==> config.mk <==
export PLATFORM = sky130hd
export DESIGN_NAME = tws_flags
export DESIGN_NICKNAME = d
export VERILOG_FILES = /design/src/tws_flags.v
export VERILOG_INCLUDE_DIRS = /design/src /design/src/src
export SDC_FILE = /design/constraint.sdc
export NUM_CORES = 1
export LEC_CHECK = 0
export BUFFER_PORTS_ARGS = -buffer_cell sky130_fd_sc_hd__buf_4
export CAP_MARGIN = 25
export CORE_MARGIN = 2
export CORE_UTILIZATION = 35
export CTS_CLUSTER_SIZE = 12
export DETAILED_ROUTE_END_ITERATION = 10
export GPL_TIMING_DRIVEN = 1
export PLACE_DENSITY_LB_ADDON = 0.15
export SYNTH_ARGS = -nofsm -noshare
export SYNTH_HDL_FRONTEND = slang
export SYNTH_SLANG_ARGS = --single-unit
==> constraint.sdc <==
create_clock -name aclk -period 2.8 [get_ports aclk]
set_input_delay 0.56 -clock aclk [delete_from_list [all_inputs] [get_ports aclk]]
set_output_delay 0.56 -clock aclk [all_outputs]
set_load 0.03 [all_outputs]
==> src/tws_map.vh <==
/*
  Register offsets, field positions, reset values and bit-slot numbers of the two-wire status block.
  Assumes inclusion by bare name from a file compiled after it.
*/
`ifndef TWS_MAP_VH
`define TWS_MAP_VH
// ----------------------------------------
// Byte offsets
// ----------------------------------------
`define TWS_OFF_STAT 8'h00
`define TWS_OFF_CTRL 8'h04
`define TWS_OFF_OWN 8'h08
`define TWS_OFF_MODE 8'h0C
`define TWS_OFF_DATA 8'h10
`define TWS_OFF_ISTAT 8'h14
`define TWS_OFF_IMASK 8'h18
// ----------------------------------------
// Status fields
// ----------------------------------------
`define TWS_ST_FIXED 8'h30
`define TWS_ST_IRQ 6
`define TWS_ST_AL 3
`define TWS_ST_AAS 2
`define TWS_ST_ADZ 1
`define TWS_ST_ACK 0
// ----------------------------------------
// Shared control fields
// ----------------------------------------
`define TWS_CTRL_RESET 8'h00
`define TWS_CTRL_RSEL 7
`define TWS_CTRL_RRES 6
`define TWS_CTRL_RATEX 5
`define TWS_CTRL_ACCEN 4
`define TWS_CTRL_HSW 3
`define TWS_CTRL_MPE 2
`define TWS_CTRL_TSHI 1
`define TWS_CTRL_TSLO 0
// ----------------------------------------
// Mode and own address fields
// ----------------------------------------
`define TWS_MODE_TX 0
`define TWS_MODE_MST 1
`define TWS_MODE_CKS_LO 2
`define TWS_MODE_CKS_HI 4
`define TWS_OWN_FS 0
`define TWS_GCALL 8'h00
// ----------------------------------------
// Frame slots, events, responses
// ----------------------------------------
`define TWS_LEAD_BIT 4'hF
`define TWS_LAST_BIT 4'h7
`define TWS_ACK_SLOT 4'h8
`define TWS_EV_AL 0
`define TWS_EV_ADDR 1
`define TWS_EV_BYTE 2
`define TWS_RESP_OKAY 2'h0
`define TWS_RESP_SLVERR 2'h2
`endif

==> src/tws_flags.v <==
/*
  Two-wire bus status flags, shared control register, small bit engine and AXI4-Lite register slave.
  Assumes open-drain SCL/SDA resolved outside, pins asynchronous to aclk, hw_standby from aclk logic.
*/
`timescale 1ns/100ps
`include "tws_map.vh"

//Contract
//[RL1] Master transmit: data mismatch at SCL rise loses
//[RL2] Master transmit: internal SCL high at fall loses
//[RL3] Data access in current direction clears lost flag
//[RL4] Write zero clears lost only after read
//[RL5] Slave receive addressing: own/general match sets flag
//[RL6] Match flag cleared by read-write zero, data
//[RL7] First byte all zero sets general-call flag
//[RL8] General-call flag cleared like match flag
//[RL9] Transmit: capture receiver acknowledge into ack bit
//[RL10] Receive: drive written ack bit in slot
//[RL11] Ack read: captured if transmit, else written
//[RL12] Shared control eight bits, zero on reset/standby
//[RL13] Upper two bits stored and readable
//[RL14] Rate extend plus clock field set rate
//[RL15] Access enable gates interface register access
//[RL16] Other shared bits stored and exported only
//[RL17] Lost flag also sets interrupt request flag
//[RL18] Status resets to bits five, four high
//[RL19] Set wins over clear same cycle
module tws_flags #(
  parameter ADDR_W = 8
) (
  input wire aclk,
  input wire aresetn,
  input wire ce,
  input wire hw_standby,
  input wire [ADDR_W-1:0] s_axi_awaddr,
  input wire s_axi_awvalid,
  output wire s_axi_awready,
  input wire [31:0] s_axi_wdata,
  input wire [3:0] s_axi_wstrb,
  input wire s_axi_wvalid,
  output wire s_axi_wready,
  output reg [1:0] s_axi_bresp,
  output reg s_axi_bvalid,
  input wire s_axi_bready,
  input wire [ADDR_W-1:0] s_axi_araddr,
  input wire s_axi_arvalid,
  output wire s_axi_arready,
  output reg [31:0] s_axi_rdata,
  output reg [1:0] s_axi_rresp,
  output reg s_axi_rvalid,
  input wire s_axi_rready,
  input wire scl_i,
  output wire scl_o,
  output reg scl_oe,
  input wire sda_i,
  output wire sda_o,
  output reg sda_oe,
  output wire irq,
  output wire host_input_switch,
  output wire multiproc_enable,
  output wire timer_src_select_hi,
  output wire timer_src_select_lo,
  output wire reserved_buffer_select,
  output wire reserved_buffer_reserve
);
  // ----------------------------------------
  // State
  // ----------------------------------------
  wire rst = !aresetn || hw_standby;
  reg [7:0] ctrl_r;
  reg [7:0] own_r;
  reg [7:0] mode_r;
  reg al_r, aas_r, adz_r, iface_irq_flag_r;
  reg al_seen_r, aas_seen_r, adz_seen_r, iface_irq_flag_seen_r;
  reg ack_sw_r, ack_cap_r;
  reg [2:0] istat_r;
  reg [2:0] imask_r;
  reg scl_m_r, scl_s_r, scl_d_r, sda_m_r, sda_s_r, sda_d_r;
  reg in_frame_r, first_r, addressed_r, xfer_r, scl_int_r;
  reg [3:0] bit_cnt_r;
  reg [7:0] div_r;
  reg [7:0] tx_shift_r, rx_shift_r, rx_data_r, tx_data_r;
  reg aw_have_r, w_have_r;
  reg [ADDR_W-1:0] awaddr_r;
  reg [7:0] wdata_r;
  reg wlane_r;

  wire tx = mode_r[`TWS_MODE_TX];
  wire mst = mode_r[`TWS_MODE_MST];
  wire acc_en = ctrl_r[`TWS_CTRL_ACCEN];
  wire [3:0] rate_sel = {ctrl_r[`TWS_CTRL_RATEX], mode_r[`TWS_MODE_CKS_HI:`TWS_MODE_CKS_LO]};
  wire [7:0] half_lim = {rate_sel, 4'hF}; // [RL14]

  // ----------------------------------------
  // Bus slave handshake
  // ----------------------------------------
  assign s_axi_awready = ce && !aw_have_r && !s_axi_bvalid;
  assign s_axi_wready = ce && !w_have_r && !s_axi_bvalid;
  assign s_axi_arready = ce && !s_axi_rvalid;
  wire aw_hs = s_axi_awvalid && s_axi_awready;
  wire w_hs = s_axi_wvalid && s_axi_wready;
  wire ar_hs = s_axi_arvalid && s_axi_arready;
  wire wr_go = ce && aw_have_r && w_have_r && !s_axi_bvalid;

  // Interface registers are closed while access is disabled
  function is_iface;
    input [ADDR_W-1:0] a;
    begin
      is_iface = (a[7:0] == `TWS_OFF_STAT) || (a[7:0] == `TWS_OFF_OWN) ||
                 (a[7:0] == `TWS_OFF_MODE) || (a[7:0] == `TWS_OFF_DATA);
    end
  endfunction
  function is_mapped;
    input [ADDR_W-1:0] a;
    begin
      is_mapped = is_iface(a) || (a[7:0] == `TWS_OFF_CTRL) ||
                  (a[7:0] == `TWS_OFF_ISTAT) || (a[7:0] == `TWS_OFF_IMASK);
    end
  endfunction

  wire wr_ok = wr_go && wlane_r && is_mapped(awaddr_r) && (acc_en || !is_iface(awaddr_r)); // [RL15]
  wire rd_ok = ar_hs && is_mapped(s_axi_araddr) && (acc_en || !is_iface(s_axi_araddr)); // [RL15]
  wire wr_stat = wr_ok && (awaddr_r[7:0] == `TWS_OFF_STAT);
  wire rd_stat = rd_ok && (s_axi_araddr[7:0] == `TWS_OFF_STAT);
  wire wr_data = wr_ok && (awaddr_r[7:0] == `TWS_OFF_DATA);
  wire rd_data = rd_ok && (s_axi_araddr[7:0] == `TWS_OFF_DATA);
  wire data_clr = (wr_data && tx) || (rd_data && !tx); // [RL3] [RL6] [RL8]

  // ----------------------------------------
  // Pin sampling and bus events
  // ----------------------------------------
  wire scl_rise = scl_s_r && !scl_d_r;
  wire scl_fall = !scl_s_r && scl_d_r;
  wire start_ev = scl_s_r && scl_d_r && sda_d_r && !sda_s_r;
  wire stop_ev = scl_s_r && scl_d_r && !sda_d_r && sda_s_r;
  wire data_slot = in_frame_r && (bit_cnt_r < `TWS_ACK_SLOT);
  wire active = mst ? xfer_r : addressed_r;
  wire addr_done = in_frame_r && scl_fall && (bit_cnt_r == `TWS_LAST_BIT) && first_r;
  wire slave_rx_addr = addr_done && !mst && !tx && !own_r[`TWS_OWN_FS];
  wire gcall_hit = slave_rx_addr && (rx_shift_r == `TWS_GCALL); // [RL7]
  wire own_hit = slave_rx_addr && (rx_shift_r[7:1] == own_r[7:1]);
  wire match_ev = own_hit || gcall_hit; // [RL5]
  wire lose_data = mst && tx && xfer_r && scl_rise && data_slot && (tx_shift_r[7] != sda_s_r); // [RL1]
  wire lose_clk = mst && tx && xfer_r && scl_fall && scl_int_r; // [RL2]
  wire al_ev = lose_data || lose_clk;
  wire byte_ev = in_frame_r && scl_fall && (bit_cnt_r == `TWS_ACK_SLOT) && active;
  wire drv_tx = tx && active && data_slot && !tx_shift_r[7];
  wire drv_ack = !tx && (active || match_ev) && in_frame_r && (bit_cnt_r == `TWS_ACK_SLOT) && !ack_sw_r; // [RL10]

  always @(posedge aclk) begin
    if (!aresetn) begin
      scl_m_r <= 1'b1;
      scl_s_r <= 1'b1;
      scl_d_r <= 1'b1;
      sda_m_r <= 1'b1;
      sda_s_r <= 1'b1;
      sda_d_r <= 1'b1;
    end else if (ce) begin
      scl_m_r <= scl_i;
      scl_s_r <= scl_m_r;
      scl_d_r <= scl_s_r;
      sda_m_r <= sda_i;
      sda_s_r <= sda_m_r;
      sda_d_r <= sda_s_r;
    end
  end

  // ----------------------------------------
  // Bit engine
  // ----------------------------------------
  always @(posedge aclk) begin
    if (rst) begin
      in_frame_r <= 1'b0;
      first_r <= 1'b0;
      addressed_r <= 1'b0;
      xfer_r <= 1'b0;
      scl_int_r <= 1'b1;
      bit_cnt_r <= 4'h0;
      div_r <= 8'h00;
      tx_shift_r <= 8'hFF;
      rx_shift_r <= 8'h00;
      rx_data_r <= 8'h00;
      tx_data_r <= 8'h00;
      ack_cap_r <= 1'b0;
      scl_oe <= 1'b0;
      sda_oe <= 1'b0;
    end else if (ce) begin
      scl_oe <= !scl_int_r;
      sda_oe <= drv_tx || drv_ack;
      if (wr_data) begin
        tx_data_r <= wdata_r;
        tx_shift_r <= wdata_r;
      end
      // Master clock only runs while a byte is owed; it parks low after each byte and is released at a stop
      if (al_ev) begin
        xfer_r <= 1'b0;
        scl_int_r <= 1'b1;
      end else if (mst && ((wr_data && tx) || (rd_data && !tx))) begin
        xfer_r <= 1'b1;
        div_r <= 8'h00;
      end else if (xfer_r) begin
        if (div_r == half_lim) begin
          div_r <= 8'h00;
          scl_int_r <= !scl_int_r;
        end else begin
          div_r <= div_r + 8'h01;
        end
      end
      if (start_ev) begin
        in_frame_r <= 1'b1;
        first_r <= 1'b1;
        addressed_r <= 1'b0;
        bit_cnt_r <= `TWS_LEAD_BIT; // SCL fall closing a start is not a bit
      end else if (stop_ev) begin
        in_frame_r <= 1'b0;
        addressed_r <= 1'b0;
        xfer_r <= 1'b0;
        scl_int_r <= 1'b1;
      end else if (in_frame_r) begin
        if (scl_rise && data_slot) begin
          rx_shift_r <= {rx_shift_r[6:0], sda_s_r};
        end
        if (scl_rise && (bit_cnt_r == `TWS_ACK_SLOT) && tx) begin
          ack_cap_r <= sda_s_r; // [RL9]
        end
        if (match_ev) begin
          addressed_r <= 1'b1;
        end
        if (scl_fall) begin
          if (bit_cnt_r == `TWS_ACK_SLOT) begin
            bit_cnt_r <= 4'h0;
            first_r <= 1'b0;
            rx_data_r <= rx_shift_r;
            if (mst) begin
              xfer_r <= 1'b0;
            end
          end else begin
            bit_cnt_r <= bit_cnt_r + 4'h1;
            if (tx && !wr_data && data_slot) begin
              tx_shift_r <= {tx_shift_r[6:0], 1'b1};
            end
          end
        end
      end
    end
  end

  // ----------------------------------------
  // Status flags
  // ----------------------------------------
  // A write of zero counts only after the flag was seen as one
  wire wz_al = wr_stat && !wdata_r[`TWS_ST_AL] && al_seen_r; // [RL4]
  wire wz_aas = wr_stat && !wdata_r[`TWS_ST_AAS] && aas_seen_r; // [RL6]
  wire wz_adz = wr_stat && !wdata_r[`TWS_ST_ADZ] && adz_seen_r; // [RL8]
  wire wz_irq = wr_stat && !wdata_r[`TWS_ST_IRQ] && iface_irq_flag_seen_r;
  wire irq_ev = al_ev || match_ev || byte_ev;

  always @(posedge aclk) begin
    if (rst) begin
      al_r <= 1'b0; // [RL18]
      aas_r <= 1'b0;
      adz_r <= 1'b0;
      iface_irq_flag_r <= 1'b0;
      al_seen_r <= 1'b0;
      aas_seen_r <= 1'b0;
      adz_seen_r <= 1'b0;
      iface_irq_flag_seen_r <= 1'b0;
      ack_sw_r <= 1'b0;
    end else if (ce) begin
      al_r <= al_ev || (al_r && !(data_clr || wz_al)); // [RL1] [RL2] [RL3] [RL19]
      aas_r <= match_ev || (aas_r && !(data_clr || wz_aas)); // [RL5] [RL6] [RL19]
      adz_r <= gcall_hit || (adz_r && !(data_clr || wz_adz)); // [RL7] [RL8] [RL19]
      iface_irq_flag_r <= irq_ev || (iface_irq_flag_r && !wz_irq); // [RL17] [RL19]
      if (wr_stat) begin
        ack_sw_r <= wdata_r[`TWS_ST_ACK];
        al_seen_r <= 1'b0;
        aas_seen_r <= 1'b0;
        adz_seen_r <= 1'b0;
        iface_irq_flag_seen_r <= 1'b0;
      end else if (rd_stat) begin
        al_seen_r <= al_seen_r || al_r;
        aas_seen_r <= aas_seen_r || aas_r;
        adz_seen_r <= adz_seen_r || adz_r;
        iface_irq_flag_seen_r <= iface_irq_flag_seen_r || iface_irq_flag_r;
      end
    end
  end

  wire ack_rd = tx ? ack_cap_r : ack_sw_r; // [RL11]
  wire [7:0] stat_rd = `TWS_ST_FIXED | {1'b0, iface_irq_flag_r, 2'b00, al_r, aas_r, adz_r, ack_rd}; // [RL18]

  // ----------------------------------------
  // Control, interrupt and bus answers
  // ----------------------------------------
  wire [2:0] ev_vec = {byte_ev, match_ev, al_ev};
  wire wr_istat = wr_ok && (awaddr_r[7:0] == `TWS_OFF_ISTAT);

  always @(posedge aclk) begin
    if (rst) begin
      ctrl_r <= `TWS_CTRL_RESET; // [RL12] [RL13]
      own_r <= 8'h00;
      mode_r <= 8'h00;
      istat_r <= 3'h0;
      imask_r <= 3'h0;
    end else if (ce) begin
      istat_r <= ev_vec | (istat_r & ~(wr_istat ? wdata_r[2:0] : 3'h0)); // [RL19]
      if (wr_ok) begin
        case (awaddr_r[7:0])
          `TWS_OFF_CTRL: ctrl_r <= wdata_r; // [RL12] [RL13] [RL16]
          `TWS_OFF_OWN: own_r <= wdata_r;
          `TWS_OFF_MODE: mode_r <= wdata_r;
          `TWS_OFF_IMASK: imask_r <= wdata_r[2:0];
          default: ;
        endcase
      end
    end
  end

  always @(posedge aclk) begin
    if (!aresetn) begin
      aw_have_r <= 1'b0;
      w_have_r <= 1'b0;
      awaddr_r <= {ADDR_W{1'b0}};
      wdata_r <= 8'h00;
      wlane_r <= 1'b0;
      s_axi_bvalid <= 1'b0;
      s_axi_bresp <= `TWS_RESP_OKAY;
      s_axi_rvalid <= 1'b0;
      s_axi_rresp <= `TWS_RESP_OKAY;
      s_axi_rdata <= 32'h00000000;
    end else if (ce) begin
      if (aw_hs) begin
        aw_have_r <= 1'b1;
        awaddr_r <= s_axi_awaddr;
      end
      if (w_hs) begin
        w_have_r <= 1'b1;
        wdata_r <= s_axi_wdata[7:0];
        wlane_r <= s_axi_wstrb[0];
      end
      if (wr_go) begin
        aw_have_r <= 1'b0;
        w_have_r <= 1'b0;
        s_axi_bvalid <= 1'b1;
        s_axi_bresp <= (is_mapped(awaddr_r) && (acc_en || !is_iface(awaddr_r))) ?
                       `TWS_RESP_OKAY : `TWS_RESP_SLVERR;
      end else if (s_axi_bready) begin
        s_axi_bvalid <= 1'b0;
      end
      if (ar_hs) begin
        s_axi_rvalid <= 1'b1;
        s_axi_rresp <= rd_ok ? `TWS_RESP_OKAY : `TWS_RESP_SLVERR;
        s_axi_rdata <= 32'h00000000;
        if (rd_ok) begin
          case (s_axi_araddr[7:0])
            `TWS_OFF_STAT: s_axi_rdata <= {24'h000000, stat_rd};
            `TWS_OFF_CTRL: s_axi_rdata <= {24'h000000, ctrl_r};
            `TWS_OFF_OWN: s_axi_rdata <= {24'h000000, own_r};
            `TWS_OFF_MODE: s_axi_rdata <= {24'h000000, mode_r};
            `TWS_OFF_DATA: s_axi_rdata <= {24'h000000, tx ? tx_data_r : rx_data_r};
            `TWS_OFF_ISTAT: s_axi_rdata <= {29'h00000000, istat_r};
            `TWS_OFF_IMASK: s_axi_rdata <= {29'h00000000, imask_r};
            default: s_axi_rdata <= 32'h00000000;
          endcase
        end
      end else if (s_axi_rready) begin
        s_axi_rvalid <= 1'b0;
      end
    end
  end

  // ----------------------------------------
  // Outputs
  // ----------------------------------------
  // Open drain: only ever pull low
  assign scl_o = 1'b0;
  assign sda_o = 1'b0;
  assign irq = |(istat_r & imask_r);
  assign host_input_switch = ctrl_r[`TWS_CTRL_HSW]; // [RL16]
  assign multiproc_enable = ctrl_r[`TWS_CTRL_MPE]; // [RL16]
  assign timer_src_select_hi = ctrl_r[`TWS_CTRL_TSHI]; // [RL16]
  assign timer_src_select_lo = ctrl_r[`TWS_CTRL_TSLO]; // [RL16]
  assign reserved_buffer_select = ctrl_r[`TWS_CTRL_RSEL]; // [RL13]
  assign reserved_buffer_reserve = ctrl_r[`TWS_CTRL_RRES]; // [RL13]
endmodule // tws_flags

==> flow_metrics.tcl, run 1 <==
set metrics [dict create \
    dr_total_vias 5316 \
    kind_of_end_point_of_the_critical_path "flop" \
    timing_worst_setup_path_type "flop to flop" \
    grt.met2_usage 0.294 \
    clk_latency_ps 420 \
    yosysSeqAreaShare 0.407 \
    min_period_over_period 0.788 \
    antenna_found_initial 0 \
    tritoncts_num_sinks 128 \
    hold_buffers 0 \
    grt.met1_usage 0.263 \
    grt_setup_unrepaired "false" \
    power_switching_uw 1070 \
    combPwrFrac 0.060 \
    vdd_drop_max_mv 0.445 \
    report.final.hold_viol_count 0 \
    finalClockSkew_ps 10.6 \
    hold_path_class "input port to flop" \
    grt_pass1_vias 5095 \
    drive_above_1_share 0.176 \
    worstPathRequired_ps 3170 \
    fin_setup_tns_ps 0 \
    synth.distinct_cells 77 \
    maxCapViolCount 0 \
    rows 49 \
    place.gp.congestion 0.828 \
    clock_edge_transition_at_the_registers_on_the_reported_setup_and_hold_paths_ps 60 \
    drt-pass1-iter-count 5 \
    floorplan.initialDensity 0.354 \
    most_common_library_cell_in_the_layout_ignoring_fill_and_taps "sky130_fd_sc_hd__dfxtp_1" \
    clock.fmax_ghz 0.453 \
    area_delta_synth_final_pct 19.1 \
    cp_max_fo 14 \
    fill_cells 1815 \
    postRouteAntennaNets 0 \
    final_max_slew_viol_count 0 \
    startpoint_type "flop" \
    layout_common_cells "sky130_fd_sc_hd__dfxtp_1, sky130_fd_sc_hd__nand2_1, sky130_fd_sc_hd__nor2_1" \
    number_of_cts_inserted_buffers 17 \
    power_switching_share 0.232 \
    postSynthRegisterBits 128 \
    io_buffers 59 \
    drt_iter0_drc 291 \
    top_usage_layer "met2" \
    post-dp-hpwl_mm 12.7 \
    cellPowerDensity_nw_per_um2 614 \
    cts.repair_timing.setup_buffer_count 0 \
    clock_power_share 0.532 \
    status "completed" \
    clockBufferDepth 2 \
    power_report.internal_total_uw 3540 \
    layout_min_cycle_time_ps 2210 \
    worst_slew_pin_slew_ps 799 \
    synthFlopType "sky130_fd_sc_hd__dfxtp_1" \
    cts_tree "built" \
    clock-root-buffer "sky130_fd_sc_hd__clkbuf_16" \
    synth-edff-count 0 \
    synthesis.area_per_instance_um2 8.82 \
    detailed_route_drc_error_count 0 \
    finish_stage_setup_viols 0 \
    ios 115 \
    slew_headroom 0.467 \
    sequential_fraction_of_design_power 0.408 \
    fin_nets 830 \
    gr-total-overflow 0 \
    die-height_um 138 \
    syn-cell-area_um2 6300 \
    resized_gates_after_cts 0 \
    grt_pass1_wl_mm 28.7 \
    postSynthCellCount 714 \
    routed_wirelength_mm 17.8 \
    worst-endpoint-arrival_ps 2570 \
    use_met3 0.0440 \
    final_core_util 0.422 \
    power_leakage_uw 0.00285 \
    via_density 5.28 \
    global_route_total_usage_across_every_layer 0.190 \
    post_drt_wl_per_cell_um 17.7 \
    yosys_warn_count 0 \
    horizontal_die_dimension_um 138 \
    htree_num_levels 4 \
    grt_max_degree 71 \
    core_area_um2 17800 \
    ys_async_rst_share 0 \
    floorplan.die_area_um2 19100 \
    count_of_antenna_diodes_in_the_layout 0 \
]
[metrics by stage]
stage	setup slack (ps)	hold WS [ps]	std cells	total power, µW	area (µm²)
6_report	594	370	1006	4610	7500
5_1_grt	485	374	1006	4760	7500
4_1_cts	633	351	1006	4650	7500
3_5_place_dp	354	446	974	2200	6850
3_3_place_gp	386	438	974	2190	6850
2_1_floorplan	585	432	741	2120	6400
[per-layer routing]
metal	wire, µm	vias to the layer above
met5	0	-
met4	354	0
met3	834	28
met2	8010	155
met1	8610	2542
li1	-	2591
[logic make-up (layout without fill, tap and decap cells)]
logic type / after synthesis / count (layout) / share of synthesized area
AOI/OAI and AO/OA: 148 / 148 / 0.165
xor gates and xnor gates: 14 / 14 / 0.0195
adders and majority gates: 3 / 3 / 0.00596
buffers and inverters: 82 / 118 / 0.0681
DFF: 128 / 128 / 0.407
muxes: 69 / 69 / 0.112
other: 1 / 28 / 0.000595
and+or+nand+nor: 269 / 269 / 0.222
[critical path, stage by stage (launching register included)]
cell,delay (ps)
sky130_fd_sc_hd__dfxtp_1,840
sky130_fd_sc_hd__and2_1,360
sky130_fd_sc_hd__nand2_1,120
sky130_fd_sc_hd__or2_2,330
sky130_fd_sc_hd__a31o_4,290
sky130_fd_sc_hd__a2bb2o_4,210
[layout make-up]
| class | instances | area, µm² | area share |
|---|---|---|---|
| timing repair buffer | 72 | 541 | 0.0720 |
| inverter | 14 | 52.6 | 0.00700 |
| clock inverter | 13 | 209 | 0.0278 |
| multi-input combinational | 531 | 3410 | 0.454 |
| tap | 229 | 287 | 0.0382 |
| sequential | 128 | 2560 | 0.341 |
| clock buffer | 19 | 443 | 0.0590 |
[Yosys cell counts, types with 4 or more instances]
library cell | instances | area [µm²]
sky130_fd_sc_hd__dfxtp_1 | 128 | 2560
sky130_fd_sc_hd__nand2_1 | 84 | 315
sky130_fd_sc_hd__nor2_1 | 77 | 289
sky130_fd_sc_hd__mux2i_1 | 59 | 591
sky130_fd_sc_hd__a21oi_1 | 55 | 275
sky130_fd_sc_hd__buf_4 | 28 | 210
sky130_fd_sc_hd__clkbuf_1 | 26 | 97.6
sky130_fd_sc_hd__o21ai_0 | 21 | 105
sky130_fd_sc_hd__inv_1 | 13 | 48.8
sky130_fd_sc_hd__nand2b_1 | 13 | 81.3
sky130_fd_sc_hd__nand3_1 | 13 | 65.1
sky130_fd_sc_hd__mux2_2 | 10 | 113
sky130_fd_sc_hd__nand4_1 | 9 | 56.3
sky130_fd_sc_hd__nor3_1 | 9 | 45.0
sky130_fd_sc_hd__xor2_1 | 9 | 78.8
sky130_fd_sc_hd__and2_1 | 8 | 50.1
sky130_fd_sc_hd__nor2b_1 | 8 | 50.1
sky130_fd_sc_hd__a2bb2oi_1 | 7 | 61.3
sky130_fd_sc_hd__and3_1 | 7 | 43.8
sky130_fd_sc_hd__buf_2 | 7 | 35.0
sky130_fd_sc_hd__o22ai_1 | 7 | 43.8
sky130_fd_sc_hd__buf_1 | 6 | 22.5
sky130_fd_sc_hd__a222oi_1 | 5 | 50.1
sky130_fd_sc_hd__a22o_1 | 5 | 43.8
sky130_fd_sc_hd__xnor2_1 | 5 | 43.8
sky130_fd_sc_hd__a21o_1 | 4 | 30.0
sky130_fd_sc_hd__nor3b_1 | 4 | 30.0
sky130_fd_sc_hd__o21a_1 | 4 | 30.0
[power by group through the flow]
| stage | clock network (µW) | logic (µW) | registers, µW |
|---|---|---|---|
| after CTS | 2500 | 276 | 1880 |
| after detailed placement | 0 | 276 | 1920 |
| final | 2450 | 278 | 1880 |
| after global placement | 0 | 272 | 1920 |
| after global routing | 2580 | 301 | 1880 |
| after floorplan | 0 | 223 | 1900 |
[worst paths after layout]
| path | endpoint | depth (start not counted) | slack (ps) | startpoint |
|---|---|---|---|---|
| worst max-delay path | div_r[7]$_SDFFE_PP0P_ | 5 | 590 | mode_r[0]$_SDFFE_PP0P_ |
| worst min-delay path | scl_m_r$_SDFFE_PN1P_ | 3 | 370 | scl_i |
| worst max register to register | div_r[7]$_SDFFE_PP0P_ | 5 | 590 | mode_r[0]$_SDFFE_PP0P_ |
| worst min register to register | tx_data_r[1]$_SDFFE_PP0P_ | 2 | 450 | tx_data_r[1]$_SDFFE_PP0P_ |
Note: power is estimated with default switching activity, not from simulation.
==> run 2, diff against run 1 <==
==> constraint.sdc (replaced) <==
create_clock -name aclk -period 2.1 [get_ports aclk]
set_input_delay 0.42 -clock aclk [delete_from_list [all_inputs] [get_ports aclk]]
set_output_delay 0.42 -clock aclk [all_outputs]
set_load 0.03 [all_outputs]
==> flow_metrics.tcl, run 2 (same netlist as run 1, synthesis figures left out) <==
set metrics [dict create \
    place.gp.congestion 0.831 \
    grt_pass1_wl_mm 29.7 \
    global_route_total_usage_across_every_layer 0.196 \
    floorplan.initialDensity 0.354 \
    antenna_found_initial 1 \
    drive_above_1_share 0.220 \
    hold_buffers 0 \
    postRouteAntennaNets 0 \
    finish_stage_setup_viols 0 \
    drt_iter0_drc 471 \
    die-height_um 138 \
    clock_edge_transition_at_the_registers_on_the_reported_setup_and_hold_paths_ps 60 \
    totalPowerFinal_uw 5730 \
    layout_min_cycle_time_ps 2090 \
    gr-total-overflow 0 \
    cts_tree "built" \
    clk_latency_ps 430 \
    htree_num_levels 4 \
    cellPowerDensity_nw_per_um2 736 \
    minimum_setup_slack_after_placement_ps -146 \
    slew_headroom 0.635 \
    tritoncts_num_sinks 128 \
    timing_worst_setup_path_type "flop to flop" \
    grt_setup_unrepaired "true" \
    startpoint_type "flop" \
    core_area_um2 17800 \
    worst_slew_pin_slew_ps 546 \
    layout.area.seq_um2 2560 \
    via_density 5.20 \
    clock.fmax_ghz 0.479 \
    cp_max_fo 4 \
    finalClockSkew_ps 12.0 \
    fin_nets 870 \
    maxCapViolCount 0 \
    fill_cells 1738 \
    hold_path_class "input port to flop" \
    floorplan.die_area_um2 19100 \
    most_common_library_cell_in_the_layout_ignoring_fill_and_taps "sky130_fd_sc_hd__dfxtp_1" \
    clock-root-buffer "sky130_fd_sc_hd__clkbuf_16" \
    horizontal_die_dimension_um 138 \
    final_max_slew_viol_count 0 \
    drt-pass1-iter-count 5 \
    grt_max_degree 60 \
    detailed_route_drc_error_count 0 \
    power_leakage_uw 0.00303 \
    report.final.hold_viol_count 0 \
    kind_of_end_point_of_the_critical_path "flop" \
    number_of_cts_inserted_buffers 17 \
    status "completed" \
    layout_common_cells "sky130_fd_sc_hd__dfxtp_1, sky130_fd_sc_hd__buf_4, sky130_fd_sc_hd__nand2_1" \
    area_delta_synth_final_pct 23.7 \
    vdd_drop_max_mv 0.589 \
    finalWorstSetupSlack_ps 13.3 \
    post_drt_wl_per_cell_um 17.5 \
    clockBufferDepth 2 \
    ios 115 \
    rows 49 \
    min_period_over_period 0.994 \
    multiInputGateArea_um2 3410 \
    io_buffers 59 \
    routed_wirelength_mm 18.3 \
    fin_setup_tns_ps 0 \
    count_of_antenna_diodes_in_the_layout 0 \
    post-dp-hpwl_mm 13.4 \
    grt_pass1_vias 5365 \
    worst-endpoint-arrival_ps 2400 \
    dr_total_vias 5436 \
    worstPathRequired_ps 2410 \
]
[run 2: changes by cell type in the layout (fill, tap and decap cells not counted), sizes merged]
cell      previous run  this run
buf                 72       112
bufinv               5         1
clkinv               3         6
clkinvlp             3         5
inv                 16        15
[run 2: path summary, 6_finish.rpt]
check / start / end / slack [ps] / cells past startpoint
max: s_axi_rvalid$_SDFFE_PN0P_ / div_r[3]$_SDFFE_PP0P_ / 10 / 7
min: scl_i / scl_m_r$_SDFFE_PN1P_ / 220 / 3
max reg2reg: s_axi_rvalid$_SDFFE_PN0P_ / div_r[3]$_SDFFE_PP0P_ / 10 / 7
min reg2reg: tx_data_r[5]$_SDFFE_PP0P_ / tx_data_r[5]$_SDFFE_PP0P_ / 450 / 2
[run 2: what timing repair did]
| item | in CTS | in global routing |
|---|---|---|
| setup buffers | 0 | 2 |
| endpoints found under the setup margin | 0 | 6 |
| endpoints found under the hold margin | 0 | 0 |
| resized for setup | 0 | 3 |
[run 2: worst max-delay path, stage by stage, from the launching register on]
cell and delay [ps]:
sky130_fd_sc_hd__dfxtp_2 320, sky130_fd_sc_hd__or4b_4 490, sky130_fd_sc_hd__nor4_4 370, sky130_fd_sc_hd__a32o_4 290
sky130_fd_sc_hd__buf_6 110, sky130_fd_sc_hd__nor4_4 40, sky130_fd_sc_hd__buf_4 170, sky130_fd_sc_hd__a2bb2o_4 190
[run 2: routing by layer]
| metal | GRT usage | vias up | part of all wire |
|---|---|---|---|
| met1 | 0.263 | 2599 | 0.47 |
| met4 | 0.0730 | 0 | 0.019 |
| met2 | 0.312 | 143 | 0.47 |
| met5 | 0 | - | 0 |
| li1 | - | 2667 | - |
| met3 | 0.0430 | 27 | 0.042 |
[run 2: area by class of cell]
type,count,share of cell area
clock buffer,19,0.0582
clock inverter,13,0.0146
inverter,14,0.00675
multi-input combinational,531,0.438
sequential,128,0.329
tap,229,0.0368
timing repair buffer,112,0.116
[run 2: power breakdown]
part / switching (µW) / internal (µW) / leakage [µW]
clock network: 1140 / 1680 / 0.000267
registers: 44.6 / 2460 / 0.00104
logic: 263 / 143 / 0.00173
[run 2: stage by stage]
stage | hold WS [ps] | utilization | cell area (µm²) | cells
CTS | 204 | 0.437 | 7770 | 1044
global route | 221 | 0.438 | 7790 | 1046
global placement | 437 | 0.405 | 7200 | 1012
floorplan | 432 | - | 6400 | 741
detailed placement | 446 | 0.405 | 7200 | 1012
finish | 218 | 0.438 | 7790 | 1046
==> run 3, diff against run 2 <==
--- a/config.mk
+++ b/config.mk
@@ -8,6 +8,7 @@
 export LEC_CHECK = 0
 export BUFFER_PORTS_ARGS = -buffer_cell sky130_fd_sc_hd__buf_4
 export CAP_MARGIN = 25
+export CORE_ASPECT_RATIO = 1.25
 export CORE_MARGIN = 2
 export CORE_UTILIZATION = 35
 export CTS_CLUSTER_SIZE = 12
==> flow_metrics.tcl, run 3 (same netlist as run 1, synthesis figures left out) <==
set metrics [dict create \
    postRouteAntennaNets 0 \
    cp_max_fo 6 \
    critPathBufInv 1 \
    cts.repair_timing.setup_buffer_count 0 \
    grt_pass1_vias 5281 \
    final_max_slew_viol_count 0 \
    timing_worst_setup_path_type "flop to flop" \
    layout.area.seq_um2 2560 \
    min_period_over_period 0.969 \
    place.gp.congestion 0.839 \
    worst_r2r_path_depth 6 \
    post_drt_wl_per_cell_um 17.8 \
    finalClockSkew_ps 8.77 \
    kind_of_end_point_of_the_critical_path "flop" \
    floorplan.die_area_um2 19100 \
    drive_above_1_share 0.217 \
    antenna_found_initial 0 \
    horizontal_die_dimension_um 124 \
    drt_iter0_drc 456 \
    cpPeakStageDelay_ps 560 \
    routed_wirelength_mm 18.4 \
    gr-total-overflow 0 \
    fill_cells 1762 \
    tritoncts_num_sinks 128 \
    clock_edge_transition_at_the_registers_on_the_reported_setup_and_hold_paths_ps 60 \
    worst_slew_pin_slew_ps 567 \
    grt_setup_unrepaired "false" \
    rows 54 \
    min_to "sda_m_r$_SDFFE_PN1P_" \
    minimum_setup_slack_after_placement_ps -169 \
    core_area_um2 17600 \
    dr_total_vias 5427 \
    power_leakage_uw 0.00305 \
    hold_buffers 0 \
    worst-endpoint-arrival_ps 2340 \
    worstPathRequired_ps 2410 \
    most_common_library_cell_in_the_layout_ignoring_fill_and_taps "sky130_fd_sc_hd__dfxtp_1" \
    slowest_stage "sky130_fd_sc_hd__or4b_4" \
    multiInputGateArea_um2 3430 \
    htree_num_levels 4 \
    cp_common_cell "sky130_fd_sc_hd__nor4_4" \
    crit_path_cell_trace "or4b_4 > nor4_4 > a32o_4 > nor4_4 > buf_4 > a32o_1" \
    clk_latency_ps 420 \
    critical-path-top-delay-family "simple AND/OR/NAND/NOR gates" \
    status "completed" \
    via_density 5.23 \
    grt_max_degree 63 \
    worst_reg2reg_startpoint "s_axi_rvalid$_SDFFE_PN0P_" \
    clock-root-buffer "sky130_fd_sc_hd__clkbuf_16" \
    count_of_antenna_diodes_in_the_layout 0 \
    number_of_cts_inserted_buffers 17 \
    global_route_total_usage_across_every_layer 0.200 \
    clockBufferDepth 2 \
    drt-pass1-iter-count 6 \
    hold_path_class "input port to flop" \
    resized_gates_after_cts 0 \
    area_delta_synth_final_pct 24.4 \
    regToRegSetupSlack_ps 70 \
    die-height_um 154 \
    finalWorstSetupSlack_ps 65.3 \
    cellPowerDensity_nw_per_um2 769 \
    cts_tree "built" \
    maxCapViolCount 0 \
    ios 115 \
    startpoint_type "flop" \
    fin_nets 867 \
    layout_common_cells "sky130_fd_sc_hd__dfxtp_1, sky130_fd_sc_hd__buf_4, sky130_fd_sc_hd__nand2_1" \
    detailed_route_drc_error_count 0 \
    io_buffers 59 \
    layout_min_cycle_time_ps 2030 \
    floorplan.initialDensity 0.359 \
    vdd_drop_max_mv 0.496 \
    report.final.hold_viol_count 0 \
    min_from "sda_i" \
    final_core_util 0.446 \
    slew_headroom 0.621 \
    number_of_cells_traversed_by_the_worst_hold_path 3 \
    finish_stage_setup_viols 0 \
    grt_pass1_wl_mm 29.0 \
    reg2reg_to "div_r[5]$_SDFFE_PP0P_" \
    post-dp-hpwl_mm 13.4 \
    clock.fmax_ghz 0.491 \
]
[run 3: layout make-up]
| class | instances | share of cell area |
|---|---|---|
| well taps | 224 | 0.0358 |
| flip-flops and latches | 128 | 0.327 |
| repair buffers | 109 | 0.114 |
| inverters | 14 | 0.00671 |
| clock inverters | 13 | 0.0224 |
| clock buffers | 19 | 0.0565 |
| multi-input cells | 531 | 0.437 |
[run 3: layer usage]
layer	share of wire	track usage	up-vias
li1	-	-	2664
met1	0.43	0.256	2580
met2	0.49	0.328	145
met3	0.047	0.0378	38
met4	0.032	0.0829	0
met5	0	0	-
[run 3: where the power goes]
| group | internal [µW] | leakage [µW] | switching [µW] |
|---|---|---|---|
| clock | 1920 | 0.000296 | 1180 |
| combinational | 145 | 0.00172 | 261 |
| sequential | 2460 | 0.00103 | 49.0 |
[run 3: stage by stage]
stage	total power [µW]	setup TNS, ps	area [µm²]	hold slack, ps	std cells
after global routing	6240	0	7840	225	1038
after floorplan	2830	0	6400	432	741
after detailed placement	2960	-1840	7200	444	1006
after CTS	6060	0	7820	209	1038
after global placement	2960	-1330	7200	439	1006
final	6020	0	7840	221	1038
[run 3: worst max-delay path by stage]
stage	slack [ps]	startpoint	depth (start not counted)	endpoint
after floorplan	20	s_axi_araddr[4]	6	div_r[4]$_SDFFE_PP0P_
after global placement	-150	s_axi_araddr[5]	7	div_r[5]$_SDFFE_PP0P_
after detailed placement	-170	s_axi_araddr[5]	7	div_r[5]$_SDFFE_PP0P_
after CTS	40	ctrl_r[4]$_SDFFE_PP0P_	6	tx_shift_r[4]$_SDFFE_PP1P_
after global routing	3	s_axi_rvalid$_SDFFE_PN0P_	6	div_r[5]$_SDFFE_PP0P_
final	70	s_axi_rvalid$_SDFFE_PN0P_	6	div_r[5]$_SDFFE_PP0P_
[run 3: tightest hold or removal path, stage by stage]
cell                      delay, ps
sky130_fd_sc_hd__buf_4           80
sky130_fd_sc_hd__mux2i_1         50
sky130_fd_sc_hd__nand2_1         60
